$ cat src/dcc_pkg.sv
package dcc_pkg;
    // printed register locations, kept as register indices
    localparam logic [31:0] BLK_BASE   = 32'h50003520;
    localparam logic [31:0] OFS_SRC_LO = 32'h50003520;
    localparam logic [31:0] OFS_SRC_HI = 32'h50003522;
    localparam logic [31:0] OFS_DST_LO = 32'h50003524;
    localparam logic [31:0] OFS_DST_HI = 32'h50003526;
    localparam logic [31:0] OFS_THR    = 32'h50003528;
    localparam logic [31:0] OFS_LEN    = 32'h5000352A;
    localparam logic [31:0] OFS_CTRL   = 32'h5000352C;
    localparam logic [31:0] OFS_IDX    = 32'h5000352E;
    // bus slot = index minus base; byte address is four times it
    localparam logic [3:0] SL_SRC_LO = 4'(OFS_SRC_LO - BLK_BASE);
    localparam logic [3:0] SL_SRC_HI = 4'(OFS_SRC_HI - BLK_BASE);
    localparam logic [3:0] SL_DST_LO = 4'(OFS_DST_LO - BLK_BASE);
    localparam logic [3:0] SL_DST_HI = 4'(OFS_DST_HI - BLK_BASE);
    localparam logic [3:0] SL_THR    = 4'(OFS_THR - BLK_BASE);
    localparam logic [3:0] SL_LEN    = 4'(OFS_LEN - BLK_BASE);
    localparam logic [3:0] SL_CTRL   = 4'(OFS_CTRL - BLK_BASE);
    localparam logic [3:0] SL_IDX    = 4'(OFS_IDX - BLK_BASE);
    localparam logic [15:0] RST_VAL  = 16'h0000;
    localparam logic [15:0] CTRL_MSK = 16'h3FFF;
    // control word fields
    localparam int B_ON    = 0;
    localparam int B_WID   = 1;
    localparam int B_IRQEN = 3;
    localparam int B_PACE  = 4;
    localparam int B_DINC  = 5;
    localparam int B_SINC  = 6;
    localparam int B_CIRC  = 7;
    localparam int B_PRIO  = 8;
    localparam int B_IDLE  = 11;
    localparam int B_FILL  = 12;
    localparam int B_EDGE  = 13;
    // item width codes
    localparam logic [1:0] W_BYTE = 2'h0;
    localparam logic [1:0] W_HALF = 2'h1;
    localparam logic [1:0] W_WORD = 2'h2;
endpackage : dcc_pkg

$ cat src/dcc_channel.sv
`timescale 1ns/1ps
`default_nettype none
module dcc_channel #(
    parameter int ADR_W   = 6,
    parameter int N_CH    = 8,
    parameter int CHAN_ID = 2
) (
    input  wire logic              MCLK,
    input  wire logic              RST_B,
    input  wire logic              CE,
    input  wire logic [ADR_W-1:0]  WB_ADR_I,
    input  wire logic [31:0]       WB_DAT_I,
    output logic      [31:0]       WB_DAT_O,
    input  wire logic [3:0]        WB_SEL_I,
    input  wire logic              WB_WE_I,
    input  wire logic              WB_CYC_I,
    input  wire logic              WB_STB_I,
    output logic                   WB_ACK_O,
    output logic                   M_CYC_O,
    output logic                   M_STB_O,
    output logic                   M_WE_O,
    output logic      [31:0]       M_ADR_O,
    output logic      [3:0]        M_SEL_O,
    output logic      [31:0]       M_DAT_O,
    input  wire logic [31:0]       M_DAT_I,
    input  wire logic              M_ACK_I,
    input  wire logic              DREQ,
    input  wire logic [N_CH-1:0]   PEER_REQ,
    input  wire logic [3*N_CH-1:0] PEER_PRIO,
    input  wire logic              SYS_GNT,
    output logic                   BUS_REQ,
    output logic                   BUS_LOCK,
    output logic      [2:0]        BUS_PRIO,
    output logic                   IRQ
);

    generate
        if (CHAN_ID >= N_CH || ADR_W < 6) begin : g_bad
            $error("dcc_channel: CHAN_ID or ADR_W out of range");
        end
    endgenerate

    typedef enum logic [5:0] {
        S_OFF  = 6'h01,
        S_WAIT = 6'h02,
        S_ARB  = 6'h04,
        S_RD   = 6'h08,
        S_WR   = 6'h10,
        S_GAP  = 6'h20
    } dcc_state_e;

    dcc_state_e  st_q;
    dcc_state_e  st_d;
    logic [15:0] src_lo_q;
    logic [15:0] src_hi_q;
    logic [15:0] dst_lo_q;
    logic [15:0] dst_hi_q;
    logic [15:0] thr_q;
    logic [15:0] len_q;
    logic [15:0] ctrl_q;
    logic [15:0] idx_q;
    logic [15:0] nidx;
    logic [15:0] aidx;
    logic [31:0] data_q;
    logic [31:0] rdat;
    logic [31:0] src_a;
    logic [31:0] dst_a;
    logic [1:0]  wid;
    logic        ack_q;
    logic        wb_hit;
    logic        wr_en;
    logic        mapped;
    logic [3:0]  slot;
    logic        sw_ctrl_wr;
    logic        req_s1_q;
    logic        req_s2_q;
    logic        req_s3_q;
    logic        pend_q;
    logic        req_ok;
    logic        en;
    logic        pace;
    logic        fill;
    logic        hold;
    logic        yield;
    logic        restart;
    logic        last;
    logic        wr_done;
    logic        win;

    // byte lanes of one item
    function automatic logic [3:0] lane_sel(input logic [1:0] w, input logic [1:0] a);
        case (w)
            dcc_pkg::W_BYTE: lane_sel = 4'(4'h1 << a);
            dcc_pkg::W_HALF: lane_sel = 4'(4'h3 << a);
            default:         lane_sel = 4'hF;
        endcase
    endfunction : lane_sel

    // start plus index times step; reserved width steps like a byte
    function automatic logic [31:0] addr_calc(input logic [31:0] base,
                                              input logic [15:0] idx,
                                              input logic        inc,
                                              input logic [1:0]  w);
        logic [31:0] off;
        off = {16'h0000, idx};
        if (!inc)
            addr_calc = base;
        else if (w == dcc_pkg::W_WORD)
            addr_calc = base + (off << 2);
        else if (w == dcc_pkg::W_HALF)
            addr_calc = base + (off << 1);
        else
            addr_calc = base + off;
    endfunction : addr_calc

    // byte-enable merge of a 16-bit register
    function automatic logic [15:0] merge16(input logic [15:0] old,
                                            input logic [15:0] d,
                                            input logic [1:0]  s);
        merge16 = {s[1] ? d[15:8] : old[15:8], s[0] ? d[7:0] : old[7:0]};
    endfunction : merge16

    // channel wins unless a peer is higher, or equal and lower numbered
    function automatic logic arb_win(input logic [N_CH-1:0]   req,
                                     input logic [3*N_CH-1:0] prio,
                                     input logic [2:0]        mine);
        logic ok;
        ok = 1'b1;
        for (int j = 0; j < N_CH; j++) begin
            if (j != CHAN_ID && req[j]) begin
                if (prio[3*j +: 3] > mine)
                    ok = 1'b0;
                else if (prio[3*j +: 3] == mine && j < CHAN_ID)
                    ok = 1'b0;
            end
        end
        arb_win = ok;
    endfunction : arb_win

    // control decode
    assign en      = ctrl_q[dcc_pkg::B_ON];
    assign pace    = ctrl_q[dcc_pkg::B_PACE];
    assign fill    = ctrl_q[dcc_pkg::B_FILL];
    assign wid     = ctrl_q[dcc_pkg::B_WID +: 2];
    assign restart = ctrl_q[dcc_pkg::B_CIRC] & pace;
    // keeps the bus between items when unpaced: fill or blocking; a fill never yields
    assign hold    = !pace & (fill | !ctrl_q[dcc_pkg::B_IDLE]);
    assign yield   = !pace & !fill & ctrl_q[dcc_pkg::B_IDLE];
    assign last    = idx_q == len_q;
    assign wr_done = (st_q == S_WR) & M_STB_O & M_ACK_I;
    assign nidx    = last ? 16'h0000 : 16'(idx_q + 16'h0001);
    assign aidx    = wr_done ? nidx : idx_q;
    assign src_a   = addr_calc({src_hi_q, src_lo_q}, aidx, ctrl_q[dcc_pkg::B_SINC], wid);
    assign dst_a   = addr_calc({dst_hi_q, dst_lo_q}, aidx, ctrl_q[dcc_pkg::B_DINC], wid);
    assign win     = arb_win(PEER_REQ, PEER_PRIO, ctrl_q[dcc_pkg::B_PRIO +: 3]);
    assign req_ok  = ctrl_q[dcc_pkg::B_EDGE] ? pend_q : req_s2_q;
    // read data shifted to bit 0 as it arrives
    assign rdat    = 32'(M_DAT_I >> {M_ADR_O[1:0], 3'b000});

    // register slave decode
    assign wb_hit     = WB_CYC_I & WB_STB_I & !ack_q;
    assign wr_en      = wb_hit & WB_WE_I;
    assign slot       = WB_ADR_I[5:2];
    assign mapped     = (WB_ADR_I[1:0] == 2'h0) && ((WB_ADR_I >> 6) == '0) && !slot[0];
    assign sw_ctrl_wr = wr_en & mapped & (slot == dcc_pkg::SL_CTRL);

    // request pin synchroniser, third stage for edge detect
    always_ff @(posedge MCLK) begin
        if (!RST_B) begin
            req_s1_q <= 1'b0;
            req_s2_q <= 1'b0;
            req_s3_q <= 1'b0;
        end else if (CE) begin
            req_s1_q <= DREQ;
            req_s2_q <= req_s1_q;
            req_s3_q <= req_s2_q;
        end
    end

    // edge request pending; a new edge beats the consume
    always_ff @(posedge MCLK) begin
        if (!RST_B)
            pend_q <= 1'b0;
        else if (CE) begin
            if (req_s2_q & !req_s3_q)
                pend_q <= 1'b1;
            else if (st_q == S_WAIT && st_d == S_ARB)
                pend_q <= 1'b0;
        end
    end

    // next state
    always_comb begin
        st_d = st_q;
        case (st_q)
            S_OFF: begin
                if (en)
                    st_d = pace ? S_WAIT : S_ARB;
            end
            S_WAIT: begin
                if (!en)
                    st_d = S_OFF;
                else if (req_ok)
                    st_d = S_ARB;
            end
            S_ARB: begin
                if (!en)
                    st_d = S_OFF;
                else if (win & SYS_GNT)
                    st_d = (fill && idx_q != 16'h0000) ? S_WR : S_RD;
            end
            S_RD: begin
                if (M_ACK_I)
                    st_d = S_WR;
            end
            S_WR: begin
                if (!M_ACK_I)
                    st_d = S_WR;
                else if (!en || (last && !restart))
                    st_d = S_OFF;
                else if (pace)
                    st_d = S_WAIT;
                else if (yield)
                    st_d = S_GAP;
                else
                    st_d = fill ? S_WR : S_RD;
            end
            S_GAP: begin
                st_d = en ? S_ARB : S_OFF;
            end
            default: st_d = S_OFF;
        endcase
    end

    always_ff @(posedge MCLK) begin
        if (!RST_B)
            st_q <= S_OFF;
        else if (CE)
            st_q <= st_d;
    end

    // system bus master; one access at a time, stb held to ack
    always_ff @(posedge MCLK) begin
        if (!RST_B) begin
            M_CYC_O <= 1'b0;
            M_STB_O <= 1'b0;
            M_WE_O  <= 1'b0;
            M_ADR_O <= 32'h00000000;
            M_SEL_O <= 4'h0;
            M_DAT_O <= 32'h00000000;
        end else if (CE) begin
            if (st_d == S_RD && st_q != S_RD) begin
                M_CYC_O <= 1'b1;
                M_STB_O <= 1'b1;
                M_WE_O  <= 1'b0;
                M_ADR_O <= src_a;
                M_SEL_O <= lane_sel(wid, src_a[1:0]);
            end else if (st_d == S_WR && (st_q != S_WR || M_ACK_I)) begin
                M_CYC_O <= 1'b1;
                M_STB_O <= 1'b1;
                M_WE_O  <= 1'b1;
                M_ADR_O <= dst_a;
                M_SEL_O <= lane_sel(wid, dst_a[1:0]);
                // fill reuses the single fetched value
                M_DAT_O <= 32'(((st_q == S_RD) ? rdat : data_q) << {dst_a[1:0], 3'b000});
            end else if (st_d != S_RD && st_d != S_WR) begin
                M_CYC_O <= 1'b0;
                M_STB_O <= 1'b0;
                M_WE_O  <= 1'b0;
            end
        end
    end

    // fetched item, kept at bit 0
    always_ff @(posedge MCLK) begin
        if (!RST_B)
            data_q <= 32'h00000000;
        else if (CE && st_q == S_RD && M_ACK_I)
            data_q <= rdat;
    end

    // arbitration outputs; lock keeps lower masters and peers out
    always_ff @(posedge MCLK) begin
        if (!RST_B) begin
            BUS_REQ  <= 1'b0;
            BUS_LOCK <= 1'b0;
            BUS_PRIO <= 3'h0;
        end else if (CE) begin
            BUS_REQ  <= st_d == S_ARB || st_d == S_RD || st_d == S_WR;
            BUS_LOCK <= en & hold;
            BUS_PRIO <= ctrl_q[dcc_pkg::B_PRIO +: 3];
        end
    end

    // item index and threshold interrupt pulse
    always_ff @(posedge MCLK) begin
        if (!RST_B) begin
            idx_q <= dcc_pkg::RST_VAL;
            IRQ   <= 1'b0;
        end else if (CE) begin
            IRQ <= wr_done & ctrl_q[dcc_pkg::B_IRQEN] & (thr_q == idx_q);
            if (wr_done)
                idx_q <= nidx;
        end
    end

    // software registers; a software write to control beats the auto clear
    always_ff @(posedge MCLK) begin
        if (!RST_B) begin
            src_lo_q <= dcc_pkg::RST_VAL;
            src_hi_q <= dcc_pkg::RST_VAL;
            dst_lo_q <= dcc_pkg::RST_VAL;
            dst_hi_q <= dcc_pkg::RST_VAL;
            thr_q    <= dcc_pkg::RST_VAL;
            len_q    <= dcc_pkg::RST_VAL;
            ctrl_q   <= dcc_pkg::RST_VAL;
        end else if (CE) begin
            if (wr_done && last && !restart)
                ctrl_q[dcc_pkg::B_ON] <= 1'b0;
            if (wr_en && mapped) begin
                case (slot)
                    dcc_pkg::SL_SRC_LO:
                        src_lo_q <= merge16(src_lo_q, WB_DAT_I[15:0], WB_SEL_I[1:0]);
                    dcc_pkg::SL_SRC_HI:
                        src_hi_q <= merge16(src_hi_q, WB_DAT_I[15:0], WB_SEL_I[1:0]);
                    dcc_pkg::SL_DST_LO:
                        dst_lo_q <= merge16(dst_lo_q, WB_DAT_I[15:0], WB_SEL_I[1:0]);
                    dcc_pkg::SL_DST_HI:
                        dst_hi_q <= merge16(dst_hi_q, WB_DAT_I[15:0], WB_SEL_I[1:0]);
                    dcc_pkg::SL_THR:
                        thr_q <= merge16(thr_q, WB_DAT_I[15:0], WB_SEL_I[1:0]);
                    dcc_pkg::SL_LEN:
                        len_q <= merge16(len_q, WB_DAT_I[15:0], WB_SEL_I[1:0]);
                    dcc_pkg::SL_CTRL:
                        ctrl_q <= merge16(ctrl_q, WB_DAT_I[15:0], WB_SEL_I[1:0])
                                  & dcc_pkg::CTRL_MSK;
                    default: ;
                endcase
            end
        end
    end

    // slave answer one cycle after the request; unmapped reads zero
    always_ff @(posedge MCLK) begin
        if (!RST_B) begin
            ack_q    <= 1'b0;
            WB_DAT_O <= 32'h00000000;
        end else if (CE) begin
            ack_q <= wb_hit;
            if (wb_hit) begin
                WB_DAT_O <= 32'h00000000;
                if (mapped) begin
                    case (slot)
                        dcc_pkg::SL_SRC_LO: WB_DAT_O[15:0] <= src_lo_q;
                        dcc_pkg::SL_SRC_HI: WB_DAT_O[15:0] <= src_hi_q;
                        dcc_pkg::SL_DST_LO: WB_DAT_O[15:0] <= dst_lo_q;
                        dcc_pkg::SL_DST_HI: WB_DAT_O[15:0] <= dst_hi_q;
                        dcc_pkg::SL_THR:    WB_DAT_O[15:0] <= thr_q;
                        dcc_pkg::SL_LEN:    WB_DAT_O[15:0] <= len_q;
                        dcc_pkg::SL_CTRL:   WB_DAT_O[15:0] <= ctrl_q;
                        dcc_pkg::SL_IDX:    WB_DAT_O[15:0] <= idx_q;
                        default: ;
                    endcase
                end
            end
        end
    end

    assign WB_ACK_O = ack_q;
endmodule : dcc_channel
`default_nettype wire

$ cat config.mk
export PLATFORM = sky130hd
export DESIGN_NAME = dcc_channel
export DESIGN_NICKNAME = d
export VERILOG_FILES = /design/src/dcc_pkg.sv /design/src/dcc_channel.sv
export SDC_FILE = /design/constraint.sdc
export NUM_CORES = 1
export LEC_CHECK = 0
export CELL_PAD_IN_SITES_DETAIL_PLACEMENT = 1
export CELL_PAD_IN_SITES_GLOBAL_PLACEMENT = 2
export CORE_ASPECT_RATIO = 1.4
export CORE_UTILIZATION = 35
export DETAILED_ROUTE_END_ITERATION = 6
export DONT_BUFFER_PORTS = 1
export PLACE_DENSITY_LB_ADDON = 0.1
export SYNTH_ARGS = -nofsm -noshare
export SYNTH_HDL_FRONTEND = slang
export SYNTH_SLANG_ARGS = --single-unit
$ cat constraint.sdc
create_clock -name MCLK -period 6.39 [get_ports MCLK]
set_clock_uncertainty 0.2 [all_clocks]
set_input_delay 0.639 -clock MCLK [delete_from_list [all_inputs] [get_ports MCLK]]
set_output_delay 0.639 -clock MCLK [all_outputs]
set_load 0.005 [all_outputs]
==> key figures, run 1 <==
Synth
  – Main combinational cell family by area after synthesis: compound AO/OA/AOI/OAI gates
  – Post-synthesis xor/xnor area fraction: 5.74%
  – Top FF cell, synth: dfxtp_1
  – Synthesized area: between 15,000 and 20,000 µm²
  – Post-synthesis sequential area ratio: 26.8%
  – Adder-cell share of the synthesized area: 8.24%
  – Mapped Cells: 2,502
  – Syn_area_per_cell: 7.81 µm²
  – Unique masters post-synth: 82
  – Synth Area in Compound Gates: 23.7%
  – Number of synthesized register bits: 261
  – Yosys warns: 0
  – Simple-Gate Fraction of Synth Area: approximately a fifth
  – Post-synthesis mux area share: 9.60%
  – Async set-or-reset flop fraction in the synthesized netlist: 0%
  – Post-synth EDFFs: 0

Routing
  – DRC marker count from the first detailed-route iteration: between 1k and 1.5k
  – Final WL: ~94,000 µm
  – Via total after detailed routing: 20.0k
  – Avg WL per Cell: 28.9 µm
  – DRT antenna net count: 0
  – DR DRC count: 0
  – DR vias/cell: 6.14
  – Iteration count of the initial detailed-routing pass: 6

Placed design
  – Post-DP HPWL: 70,600 µm
  – Port Buf Inserts: 0
  – Routability cong.: 0.975
  – Area after DPL: 20,500 µm²

Setup path
  – R2r worst-path depth: 18
  – Slowest cell delay on critical path: 0.75 ns
  – Kind of critical path: reg2reg
  – Critical Path Fanout Max: 10
  – CP Capture Type: register
  – Crit path DAT: about 6.2 ns
  – Critical path, cell by cell: nor4b_1 > and4_1 > and4_1 > and2_1 > nand2_1 > xor2_1 > nor2_1 > buf_4 > ha_1 > a2111oi_0 > o21ai_0 > a41oi_1 > xor2_1 > nor2_1 > a221oi_1 > a211oi_1 > a21oi_1 > o21ai_0
  – CP required: 6.71 ns
  – WP buf/inv: 1
  – Startpoint type of the worst setup path: register
  – Worst flop-to-flop path endpoint: M_ADR_O[10]
  – R2R Setup Slk: 0.47 ns
  – FF-to-FF Start: st_q[1]
  – Worst path slowest cell: a211oi_1
  – CP delay by family, top: compound AO/OA/AOI/OAI gates

Clock network
  – TritonCTS Buffers: 29
  – Clk buf depth: 3
  – Clock Latency Late Sink: between 0.6 and 0.7 ns
  – Cts hold-fix bufs: 29
  – # resized after CTS: 0
  – Root buffer cell: clkbuf_16
  – H-tree levels: 1
  – Reg clk slew, reported paths: ~0.06 ns
  – Post-CTS Setup Bufs: 0
  – CTS tree: built
  – Clock Sinks: roughly 260

Pwr
  – P_leak: 8.20 nW
  – Maximum vdd ir drop: 198 µV
  – Combinational power share: 4.7%
  – PwrDens: 169 nW/µm²
  – NetSw: 929 µW
  – Sw frac: around a quarter
  – Sequential fraction of design power: 44.3%
  – P_int: 2.77 mW
  – Clock Power Share: between 50% and 60%

Timing
  – Fin. Hold Viols: 0
  – Tmin final: 5.92 ns
  – Actual slew at the worst max-slew pin: roughly 1.2 ns
  – Max-Slew Margin vs Limit: 17.0%
  – Fmax: 169 MHz
  – Slew Viols, Final: 0
  – Final setup fails: 0
  – Crit share post-route: 92.7%
  – Unrepaired setup endpoints after global routing: false
  – Setup TNS: 0 ns

Floorplan
  – Starting Density: a little over a third
  – Die area: 56,800 µm²
  – CORE AREA: 55,300 µm²
  – I/O pin count: 225
  – Height of the die: 281 µm
  – Row count: 102
  – Chip width: just over 200 µm

Global routing
  – Largest net degree at the start of global routing: 87
  – Vias in the first global route: 20.7k
  – First-pass GRT wire length: 138,000 µm
  – Initial antenna violation count: 7
  – Total track usage: 32.5%
  – Grt ovf: 0

Cells and area
  – Nets: 2,734
  – Fin area: 21,900 µm²
  – Fillers: ~6.7k
  – Commonest non-fill, non-tap cells in the layout: nor2_1 (339), dfxtp_1 (261), mux2i_1 (183)
  – Synth-to-layout area growth: 12.0%
  – Fraction of layout cells with a size suffix above 1: roughly 7.4%
  – Commonest non-fill, non-tap cell in the layout: nor2_1

Min path
  – Worst Hold Depth: 2
  – Hold_sp: WB_DAT_I[12]
  – Worst-case hold path end point: src_hi_q[12]
  – Worst Hold Class: in2reg

Outcome
  – Status: finished clean

Run
  – Max-cap violations: 0
-- layout make-up --
| cell class | instances | area, µm² | area share [%] |
|---|---|---|---|
| Clock inverter | 16 | 235 | 1.08 |
| Inverter | 54 | 210 | 0.961 |
| Antenna cell | 6 | 15.0 | 0.0687 |
| Multi-Input combinational cell | 2027 | 13500 | 61.5 |
| Sequential cell | 261 | 5230 | 23.9 |
| Clock buffer | 38 | 790 | 3.61 |
| Timing Repair Buffer | 121 | 1030 | 4.69 |
| Tap cell | 728 | 911 | 4.17 |
-- state kept, by name, summed over array words and instances, names as in the netlist, 3 cells and up --
| register | count |
|---|---|
| ctrl_q | 14 |
| data_q | 32 |
| M_ADR_O | 32 |
| idx_q | 16 |
| thr_q | 16 |
| src_hi_q | 16 |
| dst_lo_q | 16 |
| BUS_PRIO | 3 |
| M_SEL_O | 4 |
| src_lo_q | 16 |
| M_DAT_O | 32 |
| st_q | 6 |
| WB_DAT_O | 16 |
| dst_hi_q | 16 |
| len_q | 16 |
-- per-stage QoR --
| stage | total power, mW | cells | utilization [%] | worst slack, ns | hold WS [ns] |
|---|---|---|---|---|---|
| floorplan | 1.78 | 2517 | - | 1.47 | 0.236 |
| global placement | 1.81 | 3162 | 37.1 | 0.700 | 0.242 |
| detailed placement | 1.81 | 3162 | 37.1 | 0.619 | 0.248 |
| CTS | 3.72 | 3245 | 39.5 | 0.573 | 0.000498 |
| global route | 3.81 | 3251 | 39.6 | 0.145 | 0.0115 |
| finish | 3.70 | 3251 | 39.6 | 0.466 | 0.0151 |
-- synth_stat cells, types with 6 or more instances --
cell | number | area (µm²)
a31oi_1 | 18 | 113
xnor2_1 | 76 | 666
clkbuf_1 | 125 | 469
a22oi_1 | 83 | 623
o21ai_0 | 126 | 631
nand2_1 | 182 | 683
buf_4 | 18 | 135
o31ai_1 | 11 | 82.6
nor2b_1 | 29 | 181
nand3_1 | 78 | 390
xor2_1 | 52 | 455
a2111oi_0 | 8 | 70.1
and3_1 | 32 | 200
nor4b_1 | 8 | 70.1
and4_1 | 10 | 87.6
a21oi_1 | 179 | 896
o21bai_1 | 8 | 60.1
fa_1 | 6 | 120
buf_2 | 21 | 105
a21boi_0 | 6 | 45.0
o211ai_1 | 26 | 195
ha_1 | 119 | 1490
mux2i_1 | 184 | 1840
o21a_1 | 15 | 113
o2111ai_1 | 12 | 105
or3_1 | 12 | 75.1
and2_1 | 19 | 119
o221ai_1 | 9 | 78.8
buf_1 | 9 | 33.8
o22ai_1 | 7 | 43.8
nand2b_1 | 16 | 100
nor2_1 | 340 | 1280
a31o_2 | 7 | 61.3
nor4_1 | 15 | 93.8
a211oi_1 | 76 | 571
o311ai_0 | 11 | 96.3
nor3b_1 | 8 | 60.1
dfxtp_1 | 261 | 5230
nand4_1 | 38 | 238
inv_1 | 53 | 199
nor3_1 | 58 | 290
a221oi_1 | 11 | 96.3
a21o_1 | 34 | 255
-- worst max-delay path by stage --
stage | end | cells past startpoint | slack, ns | from
5_1_grt | M_ADR_O[28] | 18 | 0.15 | st_q[1]
2_1_floorplan | M_ADR_O[12] | 20 | 1.47 | idx_q[5]
3_3_place_gp | M_ADR_O[24] | 16 | 0.70 | st_q[1]
6_report | M_ADR_O[10] | 18 | 0.47 | st_q[1]
4_1_cts | M_ADR_O[24] | 18 | 0.57 | st_q[1]
3_5_place_dp | M_ADR_O[10] | 17 | 0.62 | st_q[1]
-- power groups by stage --
stage | clock network (mW) | registers, mW | logic (mW)
after global routing | 1.98 | 1.64 | 0.188
after global placement | 0 | 1.67 | 0.133
final | 1.88 | 1.64 | 0.174
after CTS | 1.91 | 1.64 | 0.173
after floorplan | 0 | 1.67 | 0.111
after detailed placement | 0 | 1.68 | 0.136
-- layer usage --
layer | up-vias | global-route usage, % | routed length (µm)
met5 | - | 0 | 13
met4 | 2 | 18.1 | 5720
met3 | 219 | 4.83 | 4760
met2 | 625 | 58.9 | 46700
met1 | 9968 | 36.3 | 36800
li1 | 9159 | - | -
-- logic make-up after synthesis --
family,after synthesis
AND/OR/NAND/NOR,873
AO/OA/AOI/OAI,698
flip-flops,261
buffers and inverters,229
multiplexers,187
XOR/XNOR,128
adder cells (fa/ha/maj),125
other,1
Power figures use the tool's default switching activity.
==> inputs of run 2 (changes only) <==
==> constraint.sdc (replaced) <==
create_clock -name MCLK -period 6.39 [get_ports MCLK]
set_clock_uncertainty 0.2 [all_clocks]
set_input_delay 1.278 -clock MCLK [delete_from_list [all_inputs] [get_ports MCLK]]
set_output_delay 1.278 -clock MCLK [all_outputs]
set_load 0.005 [all_outputs]
==> run 2 against run 1 <==
Compared with the run above:
- count of clock-buffer cells in the layout is 6 higher
- combinational power is 21% lower
- maximum frequency is 1.5% lower
- first-iteration DRC count hardly changed
- via count is 1.2% lower
- core utilization is 0.57 points lower
- worst hold slack better by 0.24 ns
- power is 4.8% lower
- sequential cell count stayed put
- cell count is 0.74% lower
- critical path type unchanged
- highest routed layer is now met4
==> key figures, run 2 (synthesized netlist as in run 1, its figures left out) <==
Clock network
  – H-tree levels: 1
  – Clock Latency Late Sink: 0.60 ns
  – TritonCTS Buffers: 30
  – Reg clk slew, reported paths: 0.06 ns
  – # resized after CTS: 0
  – Post-CTS Setup Bufs: 0
  – Clock Sinks: 261
  – CTS tree: built
  – Cts hold-fix bufs: 0
  – Clk buf depth: 3
  – Root buffer cell: clkbuf_16

Global routing
  – Grt ovf: 0
  – First-pass GRT wire length: 133,000 µm
  – Largest net degree at the start of global routing: approximately 120
  – Total track usage: 31.1%
  – Vias in the first global route: 20.1k
  – Initial antenna violation count: 0

Routing
  – DR vias/cell: 6.11
  – DR DRC count: 0
  – Iteration count of the initial detailed-routing pass: 6
  – Final WL: 90,300 µm
  – Avg WL per Cell: 28.0 µm
  – DRC marker count from the first detailed-route iteration: 1,178
  – DRT antenna net count: 0
  – Via total after detailed routing: 19.7k

Outcome
  – Status: finished clean

Cells and area
  – Commonest non-fill, non-tap cells in the layout: nor2_1 (340), dfxtp_1 (260), mux2i_1 (183)
  – Synth-to-layout area growth: 10.3%
  – Commonest non-fill, non-tap cell in the layout: nor2_1
  – Ant. Diodes: 0
  – Register area: 5230 µm²
  – Largest regs: M_ADR_O x32, M_DAT_O x32, data_q x32
  – Fillers: roughly 6.7k
  – Fin util: 39.0%
  – Nets: 2,719
  – Fin area: 21,500 µm²
  – Fraction of layout cells with a size suffix above 1: 7.76%
  – Multi-input combinational cell area: 13,400 µm²

Setup path
  – Worst path slowest cell: and4_1
  – Crit path DAT: 6.30 ns
  – Startpoint type of the worst setup path: register
  – WP buf/inv: 0
  – Kind of critical path: reg2reg
  – CP Capture Type: register
  – Critical path, cell by cell: nor4b_1 > and4_1 > and4_1 > and2_1 > nand2_1 > xor2_1 > nor2_1 > ha_1 > o21ai_0 > o21bai_1 > a2111oi_0 > o21ai_0 > o22ai_1 > nor3b_1 > nand3_1 > xor2_1 > a221oi_1
  – Critical Path Fanout Max: 12
  – CP required: between 6 and 7 ns
  – R2R Setup Slk: 0.38 ns
  – CP delay by family, top: simple AND/OR/NAND/NOR gates
  – Slowest cell delay on critical path: roughly 0.7 ns

Placed design
  – Area after DPL: 20,600 µm²
  – Port Buf Inserts: 0
  – Routability cong.: 0.923
  – Post-DP HPWL: 69,800 µm
  – Setup WS pre-CTS: 0.258 ns

Floorplan
  – Row count: 102
  – Height of the die: 281 µm
  – Die area: 56,800 µm²
  – Starting Density: 35.3%
  – I/O pin count: 225
  – CORE AREA: 55,300 µm²
  – Chip width: between 200 and 250 µm

Timing
  – Crit share post-route: 94.1%
  – Tmin final: about 6.0 ns
  – Actual slew at the worst max-slew pin: 1.34 ns
  – Unrepaired setup endpoints after global routing: false
  – Slew Viols, Final: 0
  – Final worst-path setup slack: approximately 0.38 ns
  – Max-Slew Margin vs Limit: 10.7%
  – Setup TNS: 0 ns
  – Fmax: between 150 and 200 MHz
  – Fin. Hold Viols: 0
  – Final setup fails: 0

Run
  – Max-cap violations: 0

Pwr
  – Maximum vdd ir drop: 200 µV
  – P_leak: roughly 8.1 nW
  – PwrDens: 163 nW/µm²

Min path
  – Worst Hold Class: reg2reg
[run 2: cell count changes in the layout (fill, tap and decap cells not counted), moves of 2 or more]
cell	delta
diode_2	-6
buf_12	-3
bufinv_16	-4
clkbuf_8	+4
buf_4	+14
clkinv_2	-2
clkinvlp_4	-2
dlygate4sd3_1	-27
[run 2: worst paths after layout]
kind                   start          end  cells after the start
hold / removal    data_q[22]   data_q[22]                      2
setup / recovery     st_q[0]  M_ADR_O[24]                     17
setup reg to reg     st_q[0]  M_ADR_O[24]                     17
hold reg to reg   data_q[22]   data_q[22]                      2
[run 2: stage by stage]
stage | hold slack (ns) | power [mW] | instances
5_1_grt | 0.270 | 3.63 | 3227
4_1_cts | 0.257 | 3.55 | 3227
2_1_floorplan | 0.236 | 1.78 | 2517
6_report | 0.254 | 3.52 | 3227
3_5_place_dp | 0.249 | 1.81 | 3175
3_3_place_gp | 0.241 | 1.81 | 3175
[run 2: worst register-to-register path, cell delays in order (launching register included)]
cell,delay [ns]
dfxtp_1,0.38
nor4b_1,0.63
and4_1,0.68
and4_1,0.39
and2_1,0.22
nand2_1,0.09
xor2_1,0.15
nor2_1,0.54
ha_1,0.45
o21ai_0,0.16
o21bai_1,0.32
a2111oi_0,0.17
o21ai_0,0.19
o22ai_1,0.14
nor3b_1,0.52
nand3_1,0.19
xor2_1,0.19
a221oi_1,0.31
[run 2: layout make-up]
cell class / instances / area share, %
Sequential cell: 261 / 24.3
Inverter: 54 / 0.975
Clock inverter: 8 / 0.389
Multi-Input combinational cell: 2027 / 62.4
Timing Repair Buffer: 105 / 3.72
Clock buffer: 44 / 4.05
Tap cell: 728 / 4.23
[run 2: layer usage]
| layer | share of wire, % | vias up | track usage [%] |
|---|---|---|---|
| li1 | - | 9112 | - |
| met1 | 39 | 9832 | 34.8 |
| met2 | 50 | 578 | 56.6 |
| met3 | 5.0 | 210 | 4.92 |
| met4 | 5.8 | 0 | 16.5 |
| met5 | 0 | - | 0 |
[run 2: where the power goes]
part | internal [mW] | switching (mW)
clock network | 0.981 | 0.763
registers | 1.63 | 0.00695
logic | 0.0425 | 0.0947
